### src/include/sdpr_pkg.sv
/*
 Constants, register map and pin carrier of the pattern readout controller.
 Assumes a 20 MHz pclk and a DDR3 part driven at a slow, divided clock.
*/
package sdpr_pkg;
    // ------------------------------------------------------------
    // Timing
    // ------------------------------------------------------------
    localparam int PCLK_NS = 50;
    localparam int CK_PERIOD_NS = 400;
    localparam logic [2:0] CK_HALF_CYC = 3'(CK_PERIOD_NS / PCLK_NS / 2);
    localparam logic [3:0] MRS_GAP_CK = 4'hC; // Wait after a mode register set
    // ------------------------------------------------------------
    // Register offsets and fields
    // ------------------------------------------------------------
    localparam logic [7:0] OFF_CTRL = 8'h00;
    localparam logic [7:0] OFF_CFG = 8'h04;
    localparam logic [7:0] OFF_STAT = 8'h08;
    localparam logic [1:0] OP_ENABLE = 2'h1;
    localparam logic [1:0] OP_DISABLE = 2'h2;
    localparam logic [1:0] OP_READ = 2'h3;
    localparam int CTRL_AP = 2;
    localparam int CTRL_CHOP = 3;
    localparam int CTRL_UPPER = 4;
    localparam int CTRL_LOC = 5;
    localparam int CFG_IDLE = 0;
    localparam int CFG_DLL = 1;
    localparam int CFG_OTF = 2;
    localparam int CFG_FIXBC = 3;
    localparam logic [3:0] CFG_RESET = 4'h0;
    localparam int STAT_BUSY = 0;
    localparam int STAT_PAT = 1;
    localparam int STAT_REFUSED = 2;
    localparam int STAT_DQBAD = 3;
    localparam int STAT_DATA = 8;
    // ------------------------------------------------------------
    // Command pins
    // ------------------------------------------------------------
    localparam logic [2:0] BANK_CAL_MR = 3'h3;
    localparam int MR_EN_BIT = 2;
    localparam int AP_BIT = 10;
    localparam int BC_BIT = 12;
    typedef struct packed {
        logic cs_n;
        logic ras_n;
        logic cas_n;
        logic we_n;
        logic [2:0] ba;
        logic [13:0] addr;
    } sdpr_cmd_t;
    localparam logic [3:0] CODE_NOP = 4'h7;
    localparam logic [3:0] CODE_MRS = 4'h0;
    localparam logic [3:0] CODE_RD = 4'h5;
endpackage

### src/verilog/sdpr_ctrl.sv
/*
 Pattern readout controller: APB slave registers, a divided DDR3 clock,
 command issue on the falling clock edge and capture of pattern beats.
 Assumes the memory is initialised and software reports bank and DLL state.
*/
// The placing of the registers and the APB slave port were decided locally.
`timescale 1ns/1ps
module sdpr_ctrl (
    // Clock and reset
    input wire logic pclk,
    input wire logic presetn,
    // APB slave
    input wire logic psel,
    input wire logic penable,
    input wire logic pwrite,
    input wire logic [7:0] paddr,
    input wire logic [31:0] pwdata,
    output logic [31:0] prdata,
    output logic pready,
    output logic pslverr,
    // Memory clock and command
    output logic ck,
    output logic ck_n,
    output logic cke,
    output sdpr_pkg::sdpr_cmd_t cmd,
    // Read data from the memory
    input wire logic [7:0] dq_i,
    input wire logic dqs_i
);
    typedef enum logic [3:0] {
        ST_IDLE = 4'b0001,
        ST_CMD = 4'b0010,
        ST_DATA = 4'b0100,
        ST_GAP = 4'b1000
    } sdpr_state_t;

    // ------------------------------------------------------------
    // Clock divider: commands change on the falling edge of ck
    // ------------------------------------------------------------
    logic [2:0] div_ff, nxt_div;
    logic ck_ff, nxt_ck;
    logic fall_en;
    always_comb
    begin
        nxt_div = div_ff + 3'h1;
        nxt_ck = ck_ff;
        fall_en = 1'b0;
        if (div_ff == sdpr_pkg::CK_HALF_CYC - 3'h1)
        begin
            nxt_div = 3'h0;
            nxt_ck = ~ck_ff;
            fall_en = ck_ff;
        end
    end
    always_ff @(posedge pclk or negedge presetn)
    begin
        if (!presetn)
        begin
            div_ff <= 3'h0;
            ck_ff <= 1'b0;
        end
        else
        begin
            div_ff <= nxt_div;
            ck_ff <= nxt_ck;
        end
    end
    assign ck = ck_ff;
    assign ck_n = ~ck_ff;
    assign cke = 1'b1; // Never powers down or self-refreshes

    // ------------------------------------------------------------
    // Input synchronisers: a change counts once stages 2 and 3 agree
    // ------------------------------------------------------------
    logic [2:0] dqs_sync_ff;
    logic [7:0] dq_sync_ff [3];
    logic dqs_last_ff, nxt_dqs_last;
    logic beat_en;
    always_comb
    begin
        beat_en = (dqs_sync_ff[1] == dqs_sync_ff[2]) && (dqs_sync_ff[2] != dqs_last_ff);
        nxt_dqs_last = beat_en ? dqs_sync_ff[2] : dqs_last_ff;
    end
    always_ff @(posedge pclk or negedge presetn)
    begin
        if (!presetn)
        begin
            dqs_sync_ff <= 3'h0;
            dq_sync_ff <= '{default: 8'h00};
            dqs_last_ff <= 1'b0;
        end
        else
        begin
            dqs_sync_ff <= {dqs_sync_ff[1:0], dqs_i};
            dq_sync_ff <= '{dq_i, dq_sync_ff[0], dq_sync_ff[1]};
            dqs_last_ff <= nxt_dqs_last;
        end
    end

    // ------------------------------------------------------------
    // Registers and sequencer
    // ------------------------------------------------------------
    sdpr_state_t st_ff, nxt_st;
    sdpr_pkg::sdpr_cmd_t cmd_ff, nxt_cmd;
    logic [3:0] cfg_ff, nxt_cfg;
    logic pat_ff, nxt_pat;
    logic refused_ff, nxt_refused;
    logic dqbad_ff, nxt_dqbad;
    logic [7:0] data_ff, nxt_data;
    logic [1:0] op_ff, nxt_op;
    logic [6:0] req_ff, nxt_req;
    logic [3:0] cnt_ff, nxt_cnt;
    logic [2:0] beat_ff, nxt_beat;
    logic wr_en, chop;
    // Single-cycle APB access, reads decode the offset combinationally
    always_comb
    begin
        wr_en = psel && penable && pwrite;
        pready = 1'b1;
        pslverr = psel && penable && paddr != sdpr_pkg::OFF_CTRL
            && paddr != sdpr_pkg::OFF_CFG && paddr != sdpr_pkg::OFF_STAT;
        unique case (paddr)
            sdpr_pkg::OFF_CFG: prdata = {28'h000_0000, cfg_ff};
            sdpr_pkg::OFF_STAT: prdata = {16'h0000, data_ff, 4'h0, dqbad_ff, refused_ff,
                pat_ff, st_ff != ST_IDLE};
            default: prdata = 32'h0000_0000;
        endcase
    end
    // Fixed chop or per-command chop when on-the-fly is enabled
    assign chop = cfg_ff[sdpr_pkg::CFG_FIXBC]
        || (cfg_ff[sdpr_pkg::CFG_OTF] && req_ff[sdpr_pkg::CTRL_CHOP]);
    always_comb
    begin
        nxt_st = st_ff;
        nxt_cmd = cmd_ff;
        nxt_cfg = cfg_ff;
        nxt_pat = pat_ff;
        nxt_refused = refused_ff;
        nxt_dqbad = dqbad_ff;
        nxt_data = data_ff;
        nxt_op = op_ff;
        nxt_req = req_ff;
        nxt_cnt = cnt_ff;
        nxt_beat = beat_ff;
        if (wr_en && paddr == sdpr_pkg::OFF_CFG)
            nxt_cfg = pwdata[3:0];
        // Writing one clears the sticky flags; a new event below wins
        if (wr_en && paddr == sdpr_pkg::OFF_STAT)
        begin
            nxt_refused = refused_ff && !pwdata[sdpr_pkg::STAT_REFUSED];
            nxt_dqbad = dqbad_ff && !pwdata[sdpr_pkg::STAT_DQBAD];
        end
        unique case (st_ff)
            ST_IDLE:
                if (wr_en && paddr == sdpr_pkg::OFF_CTRL)
                begin
                    nxt_op = pwdata[1:0];
                    nxt_req = pwdata[6:0];
                    nxt_st = ST_CMD;
                    // Enable needs idle banks and location 00b
                    if (pwdata[1:0] == sdpr_pkg::OP_ENABLE && (!cfg_ff[sdpr_pkg::CFG_IDLE]
                        || pwdata[6:5] != 2'h0 || pat_ff))
                        nxt_st = ST_IDLE;
                    // Reads need a locked DLL and the pattern mode
                    if (pwdata[1:0] == sdpr_pkg::OP_READ && (!cfg_ff[sdpr_pkg::CFG_DLL]
                        || !pat_ff))
                        nxt_st = ST_IDLE;
                    if (pwdata[1:0] == 2'h0 || (pwdata[1:0] == sdpr_pkg::OP_DISABLE && !pat_ff))
                        nxt_st = ST_IDLE;
                    nxt_refused = nxt_refused || nxt_st == ST_IDLE;
                end
            ST_CMD:
                if (fall_en)
                begin
                    nxt_cmd.cs_n = 1'b0;
                    nxt_cmd.addr = 14'h0000;
                    nxt_cnt = 4'h0;
                    if (cmd_ff.cs_n == 1'b0 && {cmd_ff.ras_n, cmd_ff.cas_n, cmd_ff.we_n} != 3'h7)
                    begin
                        // One ck cycle of command, then NOP
                        {nxt_cmd.ras_n, nxt_cmd.cas_n, nxt_cmd.we_n} = sdpr_pkg::CODE_NOP[2:0];
                        nxt_cmd.ba = 3'h0;
                        nxt_st = op_ff == sdpr_pkg::OP_READ ? ST_DATA : ST_GAP;
                        nxt_beat = 3'h0;
                    end
                    else if (op_ff == sdpr_pkg::OP_READ)
                    begin
                        // Column A1:A0 zero, bank zero, A2 picks the chopped half
                        {nxt_cmd.ras_n, nxt_cmd.cas_n, nxt_cmd.we_n} = sdpr_pkg::CODE_RD[2:0];
                        nxt_cmd.ba = 3'h0;
                        nxt_cmd.addr[2] = chop && req_ff[sdpr_pkg::CTRL_UPPER];
                        nxt_cmd.addr[sdpr_pkg::AP_BIT] = req_ff[sdpr_pkg::CTRL_AP];
                        nxt_cmd.addr[sdpr_pkg::BC_BIT] = !chop;
                    end
                    else
                    begin
                        // Mode register set to the calibration register
                        {nxt_cmd.ras_n, nxt_cmd.cas_n, nxt_cmd.we_n} = sdpr_pkg::CODE_MRS[2:0];
                        nxt_cmd.ba = sdpr_pkg::BANK_CAL_MR;
                        nxt_cmd.addr[sdpr_pkg::MR_EN_BIT] = op_ff == sdpr_pkg::OP_ENABLE;
                        nxt_pat = op_ff == sdpr_pkg::OP_ENABLE;
                    end
                end
            ST_DATA:
                if (beat_en)
                begin
                    // Beat n lands in bit n; chopped upper half starts at 4
                    nxt_data[(chop && req_ff[sdpr_pkg::CTRL_UPPER]) ? beat_ff + 3'h4 : beat_ff]
                        = dq_sync_ff[2][0];
                    // Upper pins must copy DQ0 or read zero
                    if (dq_sync_ff[2][7:1] != {7{dq_sync_ff[2][0]}} && dq_sync_ff[2][7:1] != 7'h00)
                        nxt_dqbad = 1'b1;
                    nxt_beat = beat_ff + 3'h1;
                    // Latency is the device's own; the beats themselves end it
                    if (beat_ff == (chop ? 3'h3 : 3'h7))
                        nxt_st = ST_IDLE;
                end
            ST_GAP:
                if (fall_en)
                begin
                    nxt_cnt = cnt_ff + 4'h1;
                    if (cnt_ff == sdpr_pkg::MRS_GAP_CK - 4'h1)
                        nxt_st = ST_IDLE;
                end
            default: nxt_st = ST_IDLE;
        endcase
    end
    always_ff @(posedge pclk or negedge presetn)
    begin
        if (!presetn)
        begin
            st_ff <= ST_IDLE;
            cmd_ff <= '{cs_n: 1'b1, ras_n: 1'b1, cas_n: 1'b1, we_n: 1'b1, ba: 3'h0,
                addr: 14'h0000}; // Deselected out of reset
            cfg_ff <= sdpr_pkg::CFG_RESET;
            pat_ff <= 1'b0;
            refused_ff <= 1'b0;
            dqbad_ff <= 1'b0;
            data_ff <= 8'h00;
            op_ff <= 2'h0;
            req_ff <= 7'h00;
            cnt_ff <= 4'h0;
            beat_ff <= 3'h0;
        end
        else
        begin
            st_ff <= nxt_st;
            cmd_ff <= nxt_cmd;
            cfg_ff <= nxt_cfg;
            pat_ff <= nxt_pat;
            refused_ff <= nxt_refused;
            dqbad_ff <= nxt_dqbad;
            data_ff <= nxt_data;
            op_ff <= nxt_op;
            req_ff <= nxt_req;
            cnt_ff <= nxt_cnt;
            beat_ff <= nxt_beat;
        end
    end
    assign cmd = cmd_ff;

    // ------------------------------------------------------------
    // Checks
    // ------------------------------------------------------------
    logic is_rd, is_mrs, is_cmd;
    assign is_cmd = !cmd_ff.cs_n && {cmd_ff.ras_n, cmd_ff.cas_n, cmd_ff.we_n} != 3'h7;
    assign is_rd = !cmd_ff.cs_n && {cmd_ff.ras_n, cmd_ff.cas_n, cmd_ff.we_n} == 3'h5;
    assign is_mrs = !cmd_ff.cs_n && {cmd_ff.ras_n, cmd_ff.cas_n, cmd_ff.we_n} == 3'h0;
    property p_enable_idle;
        @(posedge pclk) disable iff (!presetn)
        $rose(is_mrs) && cmd_ff.addr[2] |-> cfg_ff[0] && cmd_ff.addr[1:0] == 2'h0;
    endproperty
    a_enable_idle: assert property (p_enable_idle) else $error("Enable without idle");
    property p_reads_only;
        @(posedge pclk) disable iff (!presetn)
        $past(pat_ff) && is_cmd |-> is_rd || (is_mrs && cmd_ff.ba == 3'h3);
    endproperty
    a_reads_only: assert property (p_reads_only) else $error("Bad command in mode");
    property p_cke;
        @(posedge pclk) disable iff (!presetn)
        pat_ff |-> cke;
    endproperty
    a_cke: assert property (p_cke) else $error("Clock enable low");
    property p_rd_addr;
        @(posedge pclk) disable iff (!presetn)
        is_rd |-> cmd_ff.addr[1:0] == 2'h0 && cmd_ff.ba == 3'h0 && cfg_ff[1] && pat_ff;
    endproperty
    a_rd_addr: assert property (p_rd_addr) else $error("Read address or state");
    property p_bl8_a2;
        @(posedge pclk) disable iff (!presetn)
        is_rd && cmd_ff.addr[12] |-> !cmd_ff.addr[2] && !cfg_ff[3];
    endproperty
    a_bl8_a2: assert property (p_bl8_a2) else $error("Full burst with A2");
    property p_dll;
        @(posedge pclk) disable iff (!presetn)
        $rose(is_rd) |-> $past(cfg_ff[1]);
    endproperty
    a_dll: assert property (p_dll) else $error("Read before lock");
    property p_one_ck;
        @(posedge pclk) disable iff (!presetn)
        $rose(is_cmd) |-> is_cmd [*8] ##1 !is_cmd && !cmd_ff.cs_n;
    endproperty
    a_one_ck: assert property (p_one_ck) else $error("Command not one ck");
    property p_mrs_mode;
        @(posedge pclk) disable iff (!presetn)
        $rose(is_mrs) |=> pat_ff == cmd_ff.addr[2];
    endproperty
    a_mrs_mode: assert property (p_mrs_mode) else $error("Mode flag mismatch");
    property p_done;
        @(posedge pclk) disable iff (!presetn)
        st_ff == ST_DATA && beat_en && beat_ff == 3'h7 |=> st_ff == ST_IDLE;
    endproperty
    a_done: assert property (p_done) else $error("Burst did not end");
endmodule

### config.mk
export PLATFORM = sky130hd
export DESIGN_NAME = sdpr_ctrl
export DESIGN_NICKNAME = d
export VERILOG_FILES = /design/src/include/sdpr_pkg.sv /design/src/verilog/sdpr_ctrl.sv
export SDC_FILE = /design/constraint.sdc
export NUM_CORES = 1
export LEC_CHECK = 0
export ABC_AREA = 1
export BUFFER_PORTS_ARGS = -buffer_cell sky130_fd_sc_hd__buf_2
export CAP_MARGIN = 25
export CELL_PAD_IN_SITES_DETAIL_PLACEMENT = 1
export CELL_PAD_IN_SITES_GLOBAL_PLACEMENT = 1
export CORE_AREA = 2 2 84 118
export CTS_CLUSTER_DIAMETER = 30
export CTS_CLUSTER_SIZE = 40
export DETAILED_ROUTE_END_ITERATION = 16
export DIE_AREA = 0 0 86 120
export MAX_ROUTING_LAYER = met4
export PLACE_DENSITY_LB_ADDON = 0.1
export SYNTH_ARGS = -nofsm -noshare
export SYNTH_HDL_FRONTEND = slang
export SYNTH_SLANG_ARGS = --single-unit
### constraint.sdc
create_clock -name pclk -period 1.9 [get_ports pclk]
set_input_delay 0.38 -clock pclk [delete_from_list [all_inputs] [get_ports pclk]]
set_output_delay 0.38 -clock pclk [all_outputs]
set_load 0.005 [all_outputs]
==> results.json, run 1 <==
{
  "grt_usage_pct": 14.7,
  "coreArea_mm2": 0.00930,
  "cp_num_cells": 5,
  "ys_ff_latch": 70,
  "hold_path_class": "primary input to async pin",
  "timing.rr.end": "pat_ff",
  "timing.fmax_mhz": 581,
  "drive_gt1_share_pct": 23.4,
  "port_buffers": 52,
  "status": "complete, no violations",
  "crit_path_start_kind": "flip-flop",
  "setup_viol": 0,
  "worstSetupPathType": "flip-flop to output port",
  "clock_path_buffers": 2,
  "pin_count": 112,
  "dpl_cell_area_mm2": 0.00359,
  "drtPass1Iterations": 4,
  "slew_violations": 0,
  "fp-row-count": 42,
  "p_per_area_mw_per_mm2": 846,
  "area_growth_syn_to_layout_pct": 17.1,
  "ctsHtreeMaxLevel": 3,
  "finalCritPeriodShare_pct": 90.7,
  "rsz0062_at_grt": "no",
  "fin_crit_ns": 1.72,
  "critPathBufInv": 2,
  "cp.arrival_ns": 1.34,
  "rrSetupSlack_ns": 0.32,
  "critPathSlowestCell": "dfrtp_1",
  "die_area_mm2": 0.0103,
  "n_antenna_cell": 0,
  "power_frac_clock_pct": 48.6,
  "start_util_pct": 35.8,
  "yosys_warnings": 0,
  "hold_viol": 0,
  "skew_ns": 0.00746,
  "r2r.worst_path.cells": 8,
  "crit_path_end": "prdata[0]",
  "die_x_um": 86,
  "numCtsBuffers": 9,
  "vias": 2516,
  "drt_iter0_markers": 115,
  "cp_top_family": "flip-flops",
  "cts_tree": "done",
  "post-route-drc-count": 0,
  "path_cells": "nor2_4, nand3_4, clkinv_2, o21ai_0, buf_2",
  "leakage_nw": 2.02,
  "routed_via_density": 4.53,
  "netSwitchingPower_uw": 810,
  "power_frac_comb_pct": 4.2,
  "drv_cap": 0,
  "ys_seq_area_share_pct": 52.8,
  "startpoint": "st_ff[3]",
  "wl_um": 6680,
  "final_nets": 497,
  "slowest_delay_ns": 0.42,
  "grt.overflow.total": 0,
  "power.share.sequential_pct": 47.2,
  "synth_area_mm2": 0.00333,
  "grt_max_degree": 71,
  "setup_tns_ns": 0,
  "antenna_found_initial": 0,
  "vdd_drop_max_uv": 795,
  "globalplace.congestion": 0.775,
  "drtAntennaViolNets": 0,
  "die_h_um": 120,
  "p_sw_share_pct": 24.6,
  "cp.required_ns": 1.52,
  "grt_pass1_wl_um": 11600,
  "ys_types": 32,
  "postCtsSetupBuffers": 0,
  "synthCells": 381,
  "clkSlewWorstSetupHoldPaths_ns": 0.06,
  "syn_area_per_cell_um2": 8.73,
  "cp_max_fo": 7,
  "cts_sinks": 70,
  "clkLatencyLatePin_ns": 0.33,
  "fillCellCount": 1164,
  "r2r_start": "div_ff[0]",
  "fin_area_mm2": 0.00390,
  "cts-root-buf": "clkbuf_16",
  "grt_pass1_vias": 2529,
  "place_hpwl_um": 4980,
  "wl_per_cell_um": 12.0,
  "end_kind": "output port",
  "internal_power_mw": 2.49
}
[stage by stage]
step	hold slack (ns)	utilization (%)	cells	setup slack, ns	total power [mW]
after CTS	0.0756	41.7	555	0.0297	3.36
after detailed placement	0.336	38.6	539	0.0841	1.73
after global routing	0.0913	41.9	555	0.0129	3.44
final	0.0673	41.9	555	0.177	3.30
after floorplan	0.0844	-	413	0.405	1.69
after global placement	0.332	38.6	539	0.0657	1.72
[metal layers]
| metal | up-vias | GRT usage [%] | wire length, µm | part of all wire, % |
|---|---|---|---|---|
| met2 | 60 | 24.8 | 3450 | 52 |
| li1 | 1247 | - | - | - |
| met5 | - | - | 0 | 0 |
| met4 | 0 | 6.85 | 140 | 2.1 |
| met1 | 1200 | 16.5 | 2800 | 42 |
| met3 | 9 | 3.30 | 300 | 4.5 |
[how the worst min path moves through the flow]
| stage | from | end | slack [ns] | depth (start not counted) |
|---|---|---|---|---|
| floorplan | presetn | beat_ff[0] | 0.08 | 0 |
| global placement | dqs_sync_ff[0] | dqs_sync_ff[1] | 0.33 | 0 |
| detailed placement | dq_sync_ff[8] | dq_sync_ff[0] | 0.34 | 0 |
| CTS | presetn | data_ff[7] | 0.08 | 2 |
| global route | presetn | data_ff[7] | 0.09 | 2 |
| finish | presetn | data_ff[7] | 0.07 | 2 |
[final cells by class]
type / count / area, µm² / area share, %
sequential: 70 / 1760 / 45.1
multi-input combinational: 255 / 1240 / 31.8
timing repair buffer: 54 / 288 / 7.39
clock buffer: 9 / 225 / 5.78
inverter: 50 / 189 / 4.85
tap: 110 / 138 / 3.53
clock inverter: 7 / 61.3 / 1.57
[state kept, by name (all words and copies together), names as in the netlist, 4 cells and up]
name,flops
cfg_ff,4
cmd,7
cnt_ff,4
data_ff,8
dq_sync_ff,24
req_ff,4
st_ff,4
[power groups by stage]
stage	Sequential, mW	Combinational (mW)	Clock, mW
finish	1.56	0.139	1.60
global route	1.56	0.164	1.72
CTS	1.56	0.143	1.66
detailed placement	1.58	0.142	0
global placement	1.58	0.138	0
floorplan	1.57	0.116	0
[worst reg2reg max path, cell delays in order, from the launching register on]
cell	delay (ns)
dfrtp_1	0.35
ha_1	0.21
inv_2	0.06
nor2_4	0.10
nand2_2	0.10
nor2_4	0.20
nand2_2	0.14
nor2_1	0.21
o21ai_0	0.10
[cell families (layout without fill, tap and decap cells)]
family | Yosys count | count (layout) | share of synthesized area, %
DFF | 70 | 70 | 52.8
other | 2 | 34 | 0.226
muxes | 1 | 1 | 0.338
buffers and inverters | 88 | 120 | 14.1
adders and majority gates | 3 | 3 | 1.13
and+or+nand+nor | 179 | 179 | 24.7
AOI/OAI and AO/OA | 36 | 36 | 6.13
xor gates and xnor gates | 2 | 2 | 0.527
[cells in the final DEF, fill, tap and decap left out, types with 2 or more instances in the layout]
master / synthesis / layout
a21oi_1: 7 / 7
buf_2: 2 / 52
clkbuf_16: 0 / 9
clkinvlp_4: 0 / 2
conb_1: 2 / 34
dfrtp_1: 66 / 66
dfstp_2: 4 / 4
ha_1: 3 / 3
inv_1: 44 / 44
inv_2: 5 / 5
inv_6: 0 / 4
nand2_1: 86 / 86
nand2_2: 5 / 5
nand3_1: 21 / 20
nand3_2: 3 / 3
nand4_1: 4 / 4
nor2_1: 40 / 40
nor2_2: 6 / 5
nor2_4: 7 / 8
nor3_1: 5 / 5
o211ai_1: 2 / 2
o21ai_0: 19 / 19
o31ai_1: 3 / 3
[cells in the mapped netlist]
library cell	n	area [µm²]
o211ai_1	2	15.0
nor2_2	6	37.5
inv_1	44	165
a21oi_1	7	35.0
buf_4	36	270
nand2_2	5	31.3
o31ai_1	3	22.5
nor2_4	7	78.8
conb_1	2	7.51
a22o_1	1	8.76
dfrtp_1	66	1650
nand2_4	1	11.3
o21a_1	1	7.51
nand2_1	86	323
nor4_1	1	6.26
dfstp_2	4	105
nand4_1	4	25.0
o21ai_0	19	95.1
inv_2	5	18.8
xnor2_1	1	8.76
nand3_1	21	105
clkinv_2	1	5.00
o22ai_1	1	6.26
buf_2	2	10.0
a211oi_1	1	7.51
a31oi_1	1	6.26
ha_1	3	37.5
nor3_1	5	25.0
nand3_2	3	30.0
xor2_1	1	8.76
nor2_1	40	150
mux2_2	1	11.3
[what timing repair did]
item | in CTS | in global routing
gates resized for setup | 0 | 3
hold buffers | 0 | 0
endpoints found under the setup margin | 0 | 9
(Power assumes the default switching activity.)
==> inputs of run 2 (changes only) <==
--- a/config.mk
+++ b/config.mk
@@ -17,6 +17,7 @@
 export DIE_AREA = 0 0 86 120
 export MAX_ROUTING_LAYER = met4
 export PLACE_DENSITY_LB_ADDON = 0.1
+export RECOVER_POWER = 50
 export SYNTH_ARGS = -nofsm -noshare
 export SYNTH_HDL_FRONTEND = slang
 export SYNTH_SLANG_ARGS = --single-unit
==> run 2 against run 1 <==
Effect of this change: the run now ends with capacitance limit, slew limit left; clock power hardly changed; clock skew stayed put; die area stayed put; highest routed layer unchanged; via count hardly changed; cell count stayed put; worst hold slack better by 0.079 ns; cell area is 0.39% lower.
==> results.json, run 2 (same netlist as run 1, synthesis figures left out) <==
{
  "timing.fmax_mhz": 581,
  "cp.required_ns": 1.52,
  "place_inst": 539,
  "timing.rr.end": "pat_ff",
  "routed_via_density": 4.53,
  "drt_iter0_markers": 115,
  "final_cells": 555,
  "slew_headroom_pct": -3.73,
  "grt_max_degree": 71,
  "cp_max_fo": 7,
  "cts_sinks": 70,
  "hold_path_class": "primary input to flip-flop",
  "drtAntennaViolNets": 0,
  "hold_viol": 0,
  "final_nets": 497,
  "r2r.worst_path.cells": 8,
  "multi_input_area_mm2": 0.00124,
  "die_x_um": 86,
  "fp-row-count": 42,
  "cts_tree": "done",
  "startpoint": "st_ff[3]",
  "p_per_area_mw_per_mm2": 848,
  "postCtsSetupBuffers": 0,
  "wl_um": 6680,
  "slew_violations": 71,
  "skew_ns": 0.00746,
  "worstSetupPathType": "flip-flop to output port",
  "crit_path_start_kind": "flip-flop",
  "r2r_start": "div_ff[0]",
  "clkLatencyLatePin_ns": 0.33,
  "hold_path_end": "dqs_sync_ff[0]",
  "cp.arrival_ns": 1.34,
  "dpl_cell_area_mm2": 0.00359,
  "status": "complete, but fails checks",
  "finalCritPeriodShare_pct": 90.7,
  "hold_ws_ns": 0.147,
  "largest_reg_flops": 24,
  "grt_pass1_vias": 2529,
  "cts-root-buf": "clkbuf_16",
  "regMostFlops": "dq_sync_ff",
  "ctsHtreeMaxLevel": 3,
  "coreArea_mm2": 0.00930,
  "end_kind": "output port",
  "leakage_nw": 2.02,
  "clkSlewWorstSetupHoldPaths_ns": 0.06,
  "n_antenna_cell": 0,
  "fin_area_mm2": 0.00388,
  "fillCellCount": 1165,
  "grt_pass1_wl_um": 11600,
  "final_cell_mix": "nand2_1 (86), dfrtp_1 (66), buf_2 (53)",
  "min-delay-start": "dqs_i",
  "clock_path_buffers": 2,
  "vdd_drop_max_uv": 795,
  "rsz0062_at_grt": "no",
  "worst_slew_pin_slew_ns": 1.56,
  "post-route-drc-count": 0,
  "grt.overflow.total": 0,
  "start_util_pct": 35.8,
  "fin_crit_ns": 1.72,
  "pin_count": 112,
  "hold_path_depth": 1,
  "port_buffers": 52,
  "vias": 2514,
  "antenna_found_initial": 0,
  "rrSetupSlack_ns": 0.33,
  "area_growth_syn_to_layout_pct": 16.7,
  "final-seq-area_mm2": 0.00176,
  "die_area_mm2": 0.0103,
  "setup_tns_ns": 0,
  "place_hpwl_um": 4980,
  "grt_usage_pct": 14.7,
  "drtPass1Iterations": 4,
  "drv_cap": 1,
  "die_h_um": 120,
  "failed_checks": "capacitance limit, slew limit",
  "setup_viol": 0,
  "globalplace.congestion": 0.775,
  "drive_gt1_share_pct": 23.4,
  "wl_per_cell_um": 12.0,
  "numCtsBuffers": 9,
  "layout_commonest_cell": "nand2_1"
}
[run 2: cell counts in the layout (fill, tap and decap cells not counted)]
Identical to the previous run, type by type.
[run 2: how the worst max path moves through the flow]
| stage | end | slack, ns | cells past startpoint |
|---|---|---|---|
| 6_report | prdata[0] | 0.18 | 5 |
| 3_3_place_gp | prdata[9] | 0.07 | 8 |
| 3_5_place_dp | prdata[9] | 0.08 | 8 |
| 4_1_cts | prdata[0] | 0.03 | 5 |
| 5_1_grt | prdata[12] | 0.01 | 8 |
| 2_1_floorplan | prdata[2] | 0.41 | 6 |
[run 2: through the flow]
| stage | util [%] | setup slack [ns] | power (mW) |
|---|---|---|---|
| 2_1_floorplan | - | 0.405 | 1.69 |
| 3_3_place_gp | 38.6 | 0.0657 | 1.72 |
| 3_5_place_dp | 38.6 | 0.0841 | 1.73 |
| 4_1_cts | 41.7 | 0.0297 | 3.36 |
| 5_1_grt | 41.7 | 0.0129 | 3.44 |
| 6_report | 41.7 | 0.177 | 3.29 |
[run 2: layer usage]
layer	vias up	part of all wire, %	GRT usage, %
met1	1198	42	16.5
met4	0	2.1	6.85
met2	60	52	24.8
met3	9	4.5	3.30
li1	1247	-	-
met5	-	0	-
[run 2: power breakdown]
part / internal, mW / leakage, nW / switching [mW] / total (mW)
registers: 1.53 / 0.858 / 0.0225 / 1.56
clock network: 0.910 / 0.135 / 0.692 / 1.60
logic: 0.0396 / 1.02 / 0.0956 / 0.135
total: 2.48 / 2.02 / 0.811 / 3.29
[run 2: final cells by class]
cell class,count,area share (%)
inverters,50,4.87
clock inverters,7,1.58
clock buffers,9,5.80
well taps,110,3.55
repair buffers,54,7.03
multi-input cells,255,31.9
flip-flops and latches,70,45.3
[run 2: critical path, cell delays in order, from the launching register on]
cell      delay [ns]
dfrtp_1         0.42
nor2_4          0.18
nand3_4         0.13
clkinv_2        0.09
o21ai_0         0.06
buf_2           0.13
[run 2: repair_timing]
action	CTS	global route
setup endpoints to repair	0	9
hold buffers	0	0
hold endpoints to repair	0	0
resized for setup	0	3
